==> src/lintrx_pkg.sv <==
package lintrx_pkg;
   // ==========================================================
   // Clock and timing
   localparam int CLK_HZ = 25000000;
   localparam int CYC_PER_US = CLK_HZ / 1000000;
   localparam int TIMER_W = 21;
   localparam int DOM_TIMEOUT_MS = 34;
   localparam int DOM_TIMEOUT_MIN_MS = 20;
   localparam int DOM_TIMEOUT_MAX_MS = 80;
   localparam int DOM_TIMEOUT_CYC = DOM_TIMEOUT_MS * 1000 * CYC_PER_US;
   localparam int WAKE_FILTER_US = 100;
   localparam int WAKE_FILTER_CYC = WAKE_FILTER_US * CYC_PER_US;
   localparam int CLEAR_TIME_US = 17;
   localparam int CLEAR_TIME_CYC = CLEAR_TIME_US * CYC_PER_US;
   localparam int MODE_CHANGE_US = 8;
   localparam int MODE_CHANGE_CYC = MODE_CHANGE_US * CYC_PER_US;

   // ==========================================================
   // Modes
   typedef enum logic [1:0] {
      LINTRX_SLEEP,
      LINTRX_STANDBY,
      LINTRX_NORMAL
   } lintrx_mode_t;

   // ==========================================================
   // Pin groups
   typedef struct packed {
      logic txdIn;
      logic enIn;
      logic wakeIn;
      logic busIn;
      logic overTemp;
      logic supplyOk;
   } lintrx_pins_in_t;

   typedef struct packed {
      logic busDriveDominant;
      logic terminationOn;
      logic rxdOut;
      logic rxdOeN;
      logic txdPullStrong;
      logic inhOut;
      logic inhOeN;
   } lintrx_pins_out_t;
endpackage

==> src/lintrx_filter.sv <==
module lintrx_filter #(
   parameter int CYC = 1
) (
   input  wire logic clk,
   input  wire logic rstSyncN,
   input  wire logic sense,
   output logic      done
);
   // ==========================================================
   // Counts cycles while sense holds, done once the count is met
   logic [lintrx_pkg::TIMER_W-1:0] cnt_r;

   always_ff @(posedge clk or negedge rstSyncN) begin
      if (!rstSyncN) begin
         cnt_r <= '0;
      end else if (!sense) begin
         cnt_r <= '0;
      end else if (cnt_r < lintrx_pkg::TIMER_W'(CYC)) begin
         cnt_r <= cnt_r + 1'b1;
      end
   end

   assign done = sense && (cnt_r >= lintrx_pkg::TIMER_W'(CYC));
endmodule

==> src/lintrx_core.sv <==
// Summary of operation
// - In normal mode low transmit input drives bus dominant, high leaves it recessive.
// - In normal mode receive output follows bus: low dominant, high recessive.
// - In standby the receive output is held low as a wake request.
// - Enable high selects normal mode, enable low in normal mode selects sleep.
// - Normal mode is entered from sleep or standby once enable stays high for the mode change time.
// - Enable defaults low when floating, keeping the device in low power.
// - Either edge on the local wake input is a local wake event.
// - A local wake pulls the transmit pin strongly to ground.
// - That strong pull is released on the next enable rising edge.
// - Regulator inhibit output is active in every mode but sleep.
// - In sleep the inhibit output is off and high impedance.
// - In normal mode a falling transmit edge starts the dominant timer.
// - Transmit low past the timeout disables the transmitter.
// - A rising transmit edge clears the timeout protection and timer.
// - During timeout fault stay normal, receive follows bus, termination on.
// - On sleep entry the bus state is sampled for stuck dominant.
// - Stuck dominant at sleep entry locks out bus wake until recessive clears it.
// - Over-temperature forces the transmitter recessive.
// - Transmitter re-enabled when over-temperature clears, if still in normal mode.
// - Power-on reset holds the device inactive while supply is under threshold.
// - Enable high at power up starts normal mode, and the dominant timer if transmit is low.
// - Thermal fault disables transmitter regardless of transmit input.
// - Dominant timeout lies between 20 and 80 ms of continuous low.
// - Bus wake needs dominant for the wake filter time, 25 to 150 us.
// - Stuck-dominant lockout clears after 8 to 50 us recessive.
// - Enable mode change takes effect after 2 to 15 us.
module lintrx_core (
   input  wire logic                         clk,
   input  wire logic                         rstn,
   input  wire lintrx_pkg::lintrx_pins_in_t  pinsIn,
   output lintrx_pkg::lintrx_pins_out_t      pinsOut,
   output lintrx_pkg::lintrx_mode_t          modeOut
);
   // ==========================================================
   // Reset release
   logic rstMeta_r;
   logic rstSyncN;

   always_ff @(posedge clk or negedge rstn) begin
      if (!rstn) begin
         rstMeta_r <= 1'b0;
         rstSyncN  <= 1'b0;
      end else begin
         rstMeta_r <= 1'b1;
         rstSyncN  <= rstMeta_r;
      end
   end

   // ==========================================================
   // Pin input synchronisers
   localparam int NIN = $bits(lintrx_pkg::lintrx_pins_in_t);
   logic [NIN-1:0] syncMeta_r;
   logic [NIN-1:0] syncOut_r;
   lintrx_pkg::lintrx_pins_in_t pin;

   // Pins read as their idle levels until the synchronisers fill; enable idles low
   localparam lintrx_pkg::lintrx_pins_in_t SYNC_IDLE = '{
      txdIn: 1'b1, enIn: 1'b0, wakeIn: 1'b0, busIn: 1'b1, overTemp: 1'b0, supplyOk: 1'b0
   };

   genvar gi;
   generate
      for (gi = 0; gi < NIN; gi++) begin : gSync
         always_ff @(posedge clk or negedge rstSyncN) begin
            if (!rstSyncN) begin
               syncMeta_r[gi] <= SYNC_IDLE[gi];
               syncOut_r[gi]  <= SYNC_IDLE[gi];
            end else begin
               syncMeta_r[gi] <= pinsIn[gi];
               syncOut_r[gi]  <= syncMeta_r[gi];
            end
         end
      end
   endgenerate

   assign pin = lintrx_pkg::lintrx_pins_in_t'(syncOut_r);

   // Undervoltage acts as a held reset of the mode, wake and timeout state, not of the input filters
   logic active;
   assign active = pin.supplyOk;

   // ==========================================================
   // Edge history
   logic txdPrev_r;
   logic enPrev_r;
   logic wakePrev_r;
   logic busPrev_r;
   logic primed_r;

   always_ff @(posedge clk or negedge rstSyncN) begin
      if (!rstSyncN) begin
         txdPrev_r  <= 1'b1;
         enPrev_r   <= 1'b0;
         wakePrev_r <= 1'b0;
         busPrev_r  <= 1'b1;
         primed_r   <= 1'b0;
      end else begin
         txdPrev_r  <= pin.txdIn;
         enPrev_r   <= pin.enIn;
         wakePrev_r <= pin.wakeIn;
         busPrev_r  <= pin.busIn;
         primed_r   <= active;
      end
   end

   logic txdFall;
   logic txdRise;
   logic enRise;
   logic wakeEdge;
   logic busRise;
   assign txdFall  = txdPrev_r && !pin.txdIn;
   assign txdRise  = !txdPrev_r && pin.txdIn;
   assign enRise   = !enPrev_r && pin.enIn;
   assign wakeEdge = primed_r && (wakePrev_r != pin.wakeIn);
   assign busRise  = !busPrev_r && pin.busIn;

   // ==========================================================
   // Filters
   logic enHighDone;
   logic enLowDone;
   logic busDomDone;
   logic busRecDone;

   lintrx_filter #(.CYC(lintrx_pkg::MODE_CHANGE_CYC)) uEnHigh (
      .clk      (clk),
      .rstSyncN (rstSyncN),
      .sense    (pin.enIn),
      .done     (enHighDone)
   );

   lintrx_filter #(.CYC(lintrx_pkg::MODE_CHANGE_CYC)) uEnLow (
      .clk      (clk),
      .rstSyncN (rstSyncN),
      .sense    (!pin.enIn),
      .done     (enLowDone)
   );

   lintrx_filter #(.CYC(lintrx_pkg::WAKE_FILTER_CYC)) uBusDom (
      .clk      (clk),
      .rstSyncN (rstSyncN),
      .sense    (!pin.busIn),
      .done     (busDomDone)
   );

   lintrx_filter #(.CYC(lintrx_pkg::CLEAR_TIME_CYC)) uBusRec (
      .clk      (clk),
      .rstSyncN (rstSyncN),
      .sense    (pin.busIn),
      .done     (busRecDone)
   );

   // ==========================================================
   // Mode state
   lintrx_pkg::lintrx_mode_t mode_r;
   lintrx_pkg::lintrx_mode_t mode_nxt;
   logic busWakeArmed_r;
   logic lockout_r;
   logic busWake;
   logic wakeEvent;

   assign busWake   = busRise && busWakeArmed_r && !lockout_r;
   assign wakeEvent = busWake || wakeEdge;

   always_comb begin
      mode_nxt = mode_r;
      case (mode_r)
         lintrx_pkg::LINTRX_SLEEP: begin
            if (enHighDone) begin
               mode_nxt = lintrx_pkg::LINTRX_NORMAL;
            end else if (wakeEvent) begin
               mode_nxt = lintrx_pkg::LINTRX_STANDBY;
            end
         end
         lintrx_pkg::LINTRX_STANDBY: begin
            if (enHighDone) begin
               mode_nxt = lintrx_pkg::LINTRX_NORMAL;
            end
         end
         lintrx_pkg::LINTRX_NORMAL: begin
            if (enLowDone) begin
               mode_nxt = lintrx_pkg::LINTRX_SLEEP;
            end
         end
         default: begin
            mode_nxt = lintrx_pkg::LINTRX_SLEEP;
         end
      endcase
   end

   // First active cycle picks the power-up mode from enable
   always_ff @(posedge clk or negedge rstSyncN) begin
      if (!rstSyncN) begin
         mode_r <= lintrx_pkg::LINTRX_SLEEP;
      end else if (!active) begin
         mode_r <= lintrx_pkg::LINTRX_SLEEP;
      end else if (!primed_r) begin
         mode_r <= pin.enIn ? lintrx_pkg::LINTRX_NORMAL
                            : lintrx_pkg::LINTRX_STANDBY;
      end else begin
         mode_r <= mode_nxt;
      end
   end

   logic sleepEntry;
   assign sleepEntry = primed_r && (mode_r != lintrx_pkg::LINTRX_SLEEP)
                       && (mode_nxt == lintrx_pkg::LINTRX_SLEEP);

   // ==========================================================
   // Stuck-dominant lockout
   always_ff @(posedge clk or negedge rstSyncN) begin
      if (!rstSyncN) begin
         lockout_r <= 1'b0;
      end else if (!active) begin
         lockout_r <= 1'b0;
      end else if (sleepEntry) begin
         lockout_r <= !pin.busIn;
      end else if (busRecDone) begin
         lockout_r <= 1'b0;
      end
   end

   // ==========================================================
   // Bus wake qualification
   always_ff @(posedge clk or negedge rstSyncN) begin
      if (!rstSyncN) begin
         busWakeArmed_r <= 1'b0;
      end else if (!active || mode_r != lintrx_pkg::LINTRX_SLEEP || lockout_r) begin
         busWakeArmed_r <= 1'b0;
      end else if (busDomDone) begin
         busWakeArmed_r <= 1'b1;
      end else if (pin.busIn) begin
         busWakeArmed_r <= 1'b0;
      end
   end

   // ==========================================================
   // Local wake strong pull on transmit pin
   logic txdPull_r;

   always_ff @(posedge clk or negedge rstSyncN) begin
      if (!rstSyncN) begin
         txdPull_r <= 1'b0;
      end else if (!active) begin
         txdPull_r <= 1'b0;
      end else if (wakeEdge && mode_r != lintrx_pkg::LINTRX_NORMAL) begin
         txdPull_r <= 1'b1;
      end else if (enRise) begin
         txdPull_r <= 1'b0;
      end
   end

   // ==========================================================
   // Dominant timeout
   logic [lintrx_pkg::TIMER_W-1:0] domCnt_r;
   logic domRun_r;
   logic domFault_r;

   // Entering normal with transmit already low also starts the timer
   logic normalEntryLow;
   assign normalEntryLow = active && !pin.txdIn && (mode_r != lintrx_pkg::LINTRX_NORMAL)
                           && (primed_r ? (mode_nxt == lintrx_pkg::LINTRX_NORMAL)
                                        : pin.enIn);

   always_ff @(posedge clk or negedge rstSyncN) begin
      if (!rstSyncN) begin
         domRun_r <= 1'b0;
         domCnt_r <= '0;
      end else if (!active || mode_r != lintrx_pkg::LINTRX_NORMAL || txdRise) begin
         domRun_r <= normalEntryLow;
         domCnt_r <= '0;
      end else if (txdFall) begin
         domRun_r <= 1'b1;
         domCnt_r <= '0;
      end else if (domRun_r && domCnt_r < lintrx_pkg::TIMER_W'(lintrx_pkg::DOM_TIMEOUT_CYC)) begin
         domCnt_r <= domCnt_r + 1'b1;
      end
   end

   always_ff @(posedge clk or negedge rstSyncN) begin
      if (!rstSyncN) begin
         domFault_r <= 1'b0;
      end else if (!active || mode_r != lintrx_pkg::LINTRX_NORMAL || txdRise) begin
         domFault_r <= 1'b0;
      end else if (domRun_r
                   && domCnt_r >= lintrx_pkg::TIMER_W'(lintrx_pkg::DOM_TIMEOUT_CYC)) begin
         domFault_r <= 1'b1;
      end
   end

   // ==========================================================
   // Outputs
   logic live;
   logic inNormal;
   logic inStandby;
   logic awake;
   logic txEnable;
   lintrx_pkg::lintrx_pins_out_t out_r;

   // Mode decode, false under low supply and before power-up settles
   function automatic logic liveIn(input logic                     on,
                                   input lintrx_pkg::lintrx_mode_t cur,
                                   input lintrx_pkg::lintrx_mode_t want);
      return on && (cur == want);
   endfunction

   assign live      = active && primed_r;
   assign inNormal  = liveIn(live, mode_r, lintrx_pkg::LINTRX_NORMAL);
   assign inStandby = liveIn(live, mode_r, lintrx_pkg::LINTRX_STANDBY);
   assign awake     = inNormal || inStandby;
   // Fault keeps mode, only the driver goes off
   assign txEnable = inNormal && !domFault_r && !pin.overTemp;

   always_ff @(posedge clk or negedge rstSyncN) begin
      if (!rstSyncN) begin
         out_r.busDriveDominant <= 1'b0;
         out_r.terminationOn    <= 1'b0;
         out_r.rxdOut           <= 1'b0;
         out_r.rxdOeN           <= 1'b1;
         out_r.txdPullStrong    <= 1'b0;
         out_r.inhOut           <= 1'b0;
         out_r.inhOeN           <= 1'b1;
      end else begin
         out_r.busDriveDominant <= txEnable && !pin.txdIn;
         out_r.terminationOn    <= awake;
         out_r.rxdOut           <= 1'b0;
         if (inNormal) begin
            out_r.rxdOeN <= pin.busIn;
         end else if (inStandby) begin
            out_r.rxdOeN <= 1'b0;
         end else begin
            out_r.rxdOeN <= 1'b1;
         end
         out_r.txdPullStrong    <= txdPull_r;
         out_r.inhOut           <= 1'b1;
         out_r.inhOeN           <= !awake;
      end
   end

   assign pinsOut = out_r;
   assign modeOut = mode_r;
endmodule

==> config.mk <==
export PLATFORM = sky130hd
export DESIGN_NAME = lintrx_core
export DESIGN_NICKNAME = d
export VERILOG_FILES = /design/src/lintrx_pkg.sv /design/src/lintrx_filter.sv /design/src/lintrx_core.sv
export SDC_FILE = /design/constraint.sdc
export NUM_CORES = 1
export LEC_CHECK = 0
export BUFFER_PORTS_ARGS = -buffer_cell sky130_fd_sc_hd__buf_2
export CORE_UTILIZATION = 56
export DETAILED_ROUTE_END_ITERATION = 8
export PLACE_DENSITY_LB_ADDON = 0.12
export SYNTH_ARGS = -nofsm -noshare
export SYNTH_HDL_FRONTEND = slang
export SYNTH_HIERARCHICAL = 1
export SYNTH_SLANG_ARGS = --single-unit
==> constraint.sdc <==
create_clock -name clk -period 3.8 [get_ports clk]
set_input_delay 0.19 -clock clk [delete_from_list [all_inputs] [get_ports clk]]
set_output_delay 0.19 -clock clk [all_outputs]
set_load 0.03 [all_outputs]
# After elaboration in Yosys (flattened, before gate mapping)
# Index checks and enable logic that the tools add are counted.
# totals
reg_bits	137
elab_cells	146
in_bits	8
# op_classes
n_lt_le_gt_ge	10
n_eq_ne	9
n_reduce_logical	51
n_addsub	5
n_mux	35
# ops
cell	count
two-way mux 21 bit	11
adder 21 x 1 -> 21 bit (second input constant)	5
greater-or-equal comparator 21 x 8 -> 1 bit (second input constant)	2
< comparator 21 x 8 -> 1 bit (second input constant)	2
logical AND 1 bit	25
greater-or-equal comparator 21 x 12 -> 1 bit (second input constant)	1
greater-or-equal comparator 21 x 20 -> 1 bit (second input constant)	1
greater-or-equal comparator 21 x 9 -> 1 bit (second input constant)	1
< comparator 21 x 12 -> 1 bit (second input constant)	1
< comparator 21 x 20 -> 1 bit (second input constant)	1
< comparator 21 x 9 -> 1 bit (second input constant)	1
two-way mux 1 bit	16
two-way mux 2 bit	7
logical NOT 1 bit	11
nonzero test 2 bit	5
logical OR 1 bit	6
!= test 3 x 1 -> 1 bit (second input constant)	2
case mux 2 bit (3 select lines)	1
nonzero test 3 bit	2
equality test 2 bit (second input constant)	2
logical NOT 2 bit	2
!= test 2 x 1 -> 1 bit (second input constant)	2
equality test 2 x 1 -> 1 bit (second input constant)	1
!= test 2 bit (second input constant)	1
!= test 1 bit	1

# Logic depth before layout (Yosys ltp)
# depth
depth_word	12
mapped_depth	8

# Hierarchy
# The synthesis kept the hierarchy.
# by_module_without_submodules
module	seq_area_each_um2	instances	area_each_um2	cells_each
lintrx_core	1336.3	1	2353.5	219
lintrx_filter at uEnHigh ...	525.5	2	929.6	79
lintrx_filter at uBusDom	525.5	1	1133.6	107
lintrx_filter at uBusRec	525.5	1	1007.2	88

# Worst setup path before layout
# Ideal clock, no wire load.
# synth_timing
kind	register -> register
start	register uEnLow/cnt_r[14] (netlist name)
end	register domRun_r
t_required_ps	3722
path_stages_with_launch	9
t_arrival_ps	1680
path_slack_ps	2042
synth_period_minus_slack_ps	1758
cell_sequence	dfrtp_1 nor4_4 nand4_4 nor2_1 nor2_1 o21ai_0 o21ai_0 a21oi_1 o2bb2ai_1
# synth_between
elab_chain_cells	8
# synth_rtl
element	line	source
from (decl)	lintrx_filter.sv:11	logic [lintrx_pkg::TIMER_W-1:0] cnt_r;
from (signal assigned)	lintrx_filter.sv:19	cnt_r <= cnt_r + 1'b1;
greater-or-equal comparator 21 x 8 -> 1 bit	lintrx_filter.sv:23	assign done = sense && (cnt_r >= lintrx_pkg::TIMER_W'(CYC));
logical AND 1 bit	lintrx_filter.sv:23	
named net enLowDone	lintrx_core.sv:121	logic enLowDone;
two-way mux 2 bit	lintrx_core.sv:181	if (enLowDone) begin
case mux 2 bit (3 select lines)	lintrx_core.sv:167	case (mode_r)
equality test 2 bit	lintrx_core.sv:262	&& (primed_r ? (mode_nxt == lintrx_pkg::LINTRX_NORMAL)
two-way mux 1 bit	lintrx_core.sv:262	
logical AND 1 bit	lintrx_core.sv:262	
two-way mux 1 bit	lintrx_core.sv:269	end else if (!active || mode_r != lintrx_pkg::LINTRX_NORMAL || txdRise) begin
to (signal assigned)	lintrx_core.sv:270	domRun_r <= normalEntryLow;
to (decl)	lintrx_core.sv:256	logic domRun_r;
# The timed path passes the listed nets, and every way through them passes these cells.
# A chain may end at the register's enable or synchronous reset.

# Worst setup path after layout
# layout_timing
start	register syncOut_r[4], in the netlist pin[4]
end	register domRun_r
# layout_between
elab_chain_cells	8
word_cells_on_any_way	11
classes_between	eq/ne: 1; mux: 6; reduce/logical: 4
# layout_rtl
element	line	source
from (decl)	lintrx_core.sv:54	logic [NIN-1:0] syncOut_r;
from (signal, indexed assignment)	lintrx_core.sv:68	syncOut_r[gi] <= SYNC_IDLE[gi];
from (signal, indexed assignment)	lintrx_core.sv:71	syncOut_r[gi] <= syncMeta_r[gi];
logical NOT 1 bit	n/a	
logical AND 1 bit	lintrx_filter.sv:23	
named net enLowDone	lintrx_core.sv:121	
two-way mux 2 bit	lintrx_core.sv:181	
case mux 2 bit (3 select lines)	lintrx_core.sv:167	
equality test 2 bit	lintrx_core.sv:262	
two-way mux 1 bit	lintrx_core.sv:262	
logical AND 1 bit	lintrx_core.sv:262	
two-way mux 1 bit	lintrx_core.sv:269	
# The timed path passes the listed nets, and every way through them passes these cells.

==> results.md <==
- Dominant cell type by area after synthesis: dfrtp_1
- Unrepaired setup endpoints after global routing: no
- Most common cell after layout, fill and taps aside: dfrtp_1
- Layout Nets: between 600 and 700
- Pleak: between 3 and 4 nW
- PostCTS Resize Cnt: 0
- CTS tree: yes
- Final Max Slew Viols: 0
- Flip-flop and latch area: 3440 um2
- Worst r2r path cells: 7
- WP data arrival: around 2.6 ns
- Root Driver: clkbuf_16
- Worst-path clk slew: roughly 0.060 ns
- Dpl cells: roughly 710
- Initial drt markers: ~370
- Drt via density: approximately 5.8
- RePlAce Congestion: around 0.84
- Post-synthesis sequential area ratio: 0.541
- Crit path kind: reg -> reg
- Initial core utilization: 0.581
- First-pass GRT wire length: slightly above 20000 um
- Post-place setup slack: approximately 1.5 ns
- Area of the die: between 10000 and 15000 um2
- Max Cap Violations: 0
- All-Layer GR Usage: 0.223
- Maximum vdd drop: between 0.4 and 0.5 mV
- H-tree Lvls: 4
- Hold Violations, Final: 0
- Number of library cell types mapped by synthesis: 58
- Multi-input gate area: ~2700 um2
- Site Rows: 38
- Cell Pwr Density: between 400 and 500 nW/um2
- Vias in the first global route: 4221
- Syn Inst Count: 572
- Area grow syn2layout: 13.8%
- Clock net sink count: about 140
- Die height: around 110 um
- Clock Skew: 0.0103 ns
- Total negative slack: 0 ns
- Synth Flop Type: dfrtp_1
- Hold Crit Class: in -> async
- Critical Path RT: about 4.1 ns
- Port Buf Inserts: 15
- Asr flop ratio synth: 1.00
- Crit-path max FO: 28
- Total number of vias: 4346
- Share of layout cells above drive strength 1: 0.131
- Setup bufs post-CTS: 0
- Layout fillers: around 870
- Setup slack after layout: about 1.5 ns
- Commonest cells after routing, fill and taps aside: dfrtp_1, nand2_1, and2_1
- Worst rel slew slack: 0.425
- Mapped Area: 6350 um2
- Syn Area/Cell: 11.1 um2
- CTS max path bufs: 2
- Final worst path period need: 2.30 ns
- Number of synthesized flops with an enable pin: 0
- Core box area: roughly 11000 um2
- Initial antenna violation count: 0
- Status: completed
- Post-synth top area share: 0.508
- Inserted Diodes: 0
- Final period util: 0.606
- Warning count from the yosys run: 6
- Total power: around 3.4 mW
- CTS buffer count: 17
- Largest net degree at the start of global routing: 70
- Hpwl dp: about 7300 um
- Ports: 17
- DRC: 0
- Wirelength per Cell: between 15 and 20 um
- DR pass1 iterations: 5
- Seq cells post-synth: ~140
- Ranking of synthesized cells by area: dfrtp_1, and2_1, mux2i_1
- CP Launch Type: register
- Endpoint type of the worst setup path: register
- Chip width: between 100 and 150 um
- Final core occ: 0.661
- Routed wire length: 11700 um
- Worst-margin pin slew: approximately 0.86 ns
- Max Clk Rate: roughly 0.43 GHz
- Non-filler cells, final: between 700 and 800
- Clock latency on the worst-skew pair: about 0.42 ns
- Setup violators final: 0
- Remaining global-route overflow: 0
- Antenna viol nets, final: 0
[power breakdown]
part	switching, mW	leakage, nW	internal [mW]
clock	0.584	0.306	1.12
sequential	0.0465	1.84	1.49
combinational	0.0749	1.05	0.0423
total	0.705	3.20	2.65
[kinds of logic (layout without fill, tap and decap cells)]
family	count (synthesis)	after routing	share of synthesized area
flip-flops	137	137	0.541
XOR/XNOR	3	3	0.00414
adder cells (fa/ha/maj)	11	11	0.0213
multiplexers	28	28	0.0441
AO/OA/AOI/OAI	76	76	0.0839
other	2	3	0.00118
buffers and inverters	46	78	0.0307
AND/OR/NAND/NOR	269	269	0.274
[metal layers]
| layer | global-route usage | vias to the layer above | share of wire |
|---|---|---|---|
| met1 | 0.310 | 2169 | 0.49 |
| li1 | - | 2095 | - |
| met3 | 0.0615 | 11 | 0.035 |
| met5 | 0 | - | 0 |
| met2 | 0.334 | 71 | 0.47 |
| met4 | 0.0782 | 0 | 0.011 |
[final cells by class]
class                      instances  share of cell area
clock inverter                    10              0.0208
clock buffer                      21              0.0637
inverter                          21              0.0109
timing repair buffer              26              0.0260
multi-input combinational        390               0.378
tap                              140              0.0242
sequential                       137               0.476
[stage by stage]
stage,cell area [um2],hold slack [ns]
after CTS,7230,0.0642
after global placement,6550,-0.0252
after global routing,7230,0.0754
after detailed placement,6550,-0.0210
final,7230,0.0935
after floorplan,6360,-0.106
[registers in the layout (all words and copies together), names as in the netlist, 2 cells and up]
register       count
pinsOut            6
uEnLow/cnt_r      21
uBusDom/cnt_r     21
uEnHigh/cnt_r     21
syncMeta_r         6
pin                5
modeOut            2
domCnt_r          21
uBusRec/cnt_r     21
[Yosys cell counts, drive strengths merged (2+ instances only)]
| cell | instances |
|---|---|
| a21boi | 8 |
| a21oi | 16 |
| and2 | 52 |
| and3 | 3 |
| and4 | 4 |
| buf | 10 |
| clkbuf | 15 |
| conb | 2 |
| dfrtp | 129 |
| dfstp | 8 |
| ha | 10 |
| inv | 21 |
| mux2i | 28 |
| nand2 | 56 |
| nand2b | 14 |
| nand3 | 25 |
| nand3b | 2 |
| nand4 | 13 |
| nor2 | 16 |
| nor2b | 3 |
| nor3 | 13 |
| nor3b | 3 |
| nor4 | 27 |
| nor4b | 5 |
| o211ai | 2 |
| o21a | 6 |
| o21ai | 12 |
| o311a | 3 |
| o311ai | 2 |
| o31a | 2 |
| o31ai | 17 |
| o41ai | 2 |
| or3 | 11 |
| or4 | 17 |
| xor2 | 3 |
[critical path, stage by stage (launching register included)]
cell and delay [ns]:
dfrtp_1 0.78, inv_1 0.52, inv_1 0.25, nor2_1 0.09
o21ai_0 0.14, o21ai_0 0.09, a21oi_1 0.19, o2bb2ai_1 0.14
[repair_timing]
action	4_1_cts	5_1_grt
hold buffers	7	0
endpoints found under the setup margin	0	0
hold endpoints to repair	8	0
[final timing paths]
| path | start | to | slack [ns] |
|---|---|---|---|
| min in group clk | syncMeta_r[1] | pin[1] | 0.35 |
| max | pin[4] | domRun_r | 1.50 |
| min | rstn | rstMeta_r | 0.09 |
| min reg2reg | syncMeta_r[1] | pin[1] | 0.35 |
| max reg2reg | pin[4] | domRun_r | 1.50 |
| max in group asynchronous | rstSyncN | pinsOut[3] | 2.48 |
(Power assumes the default switching activity.)
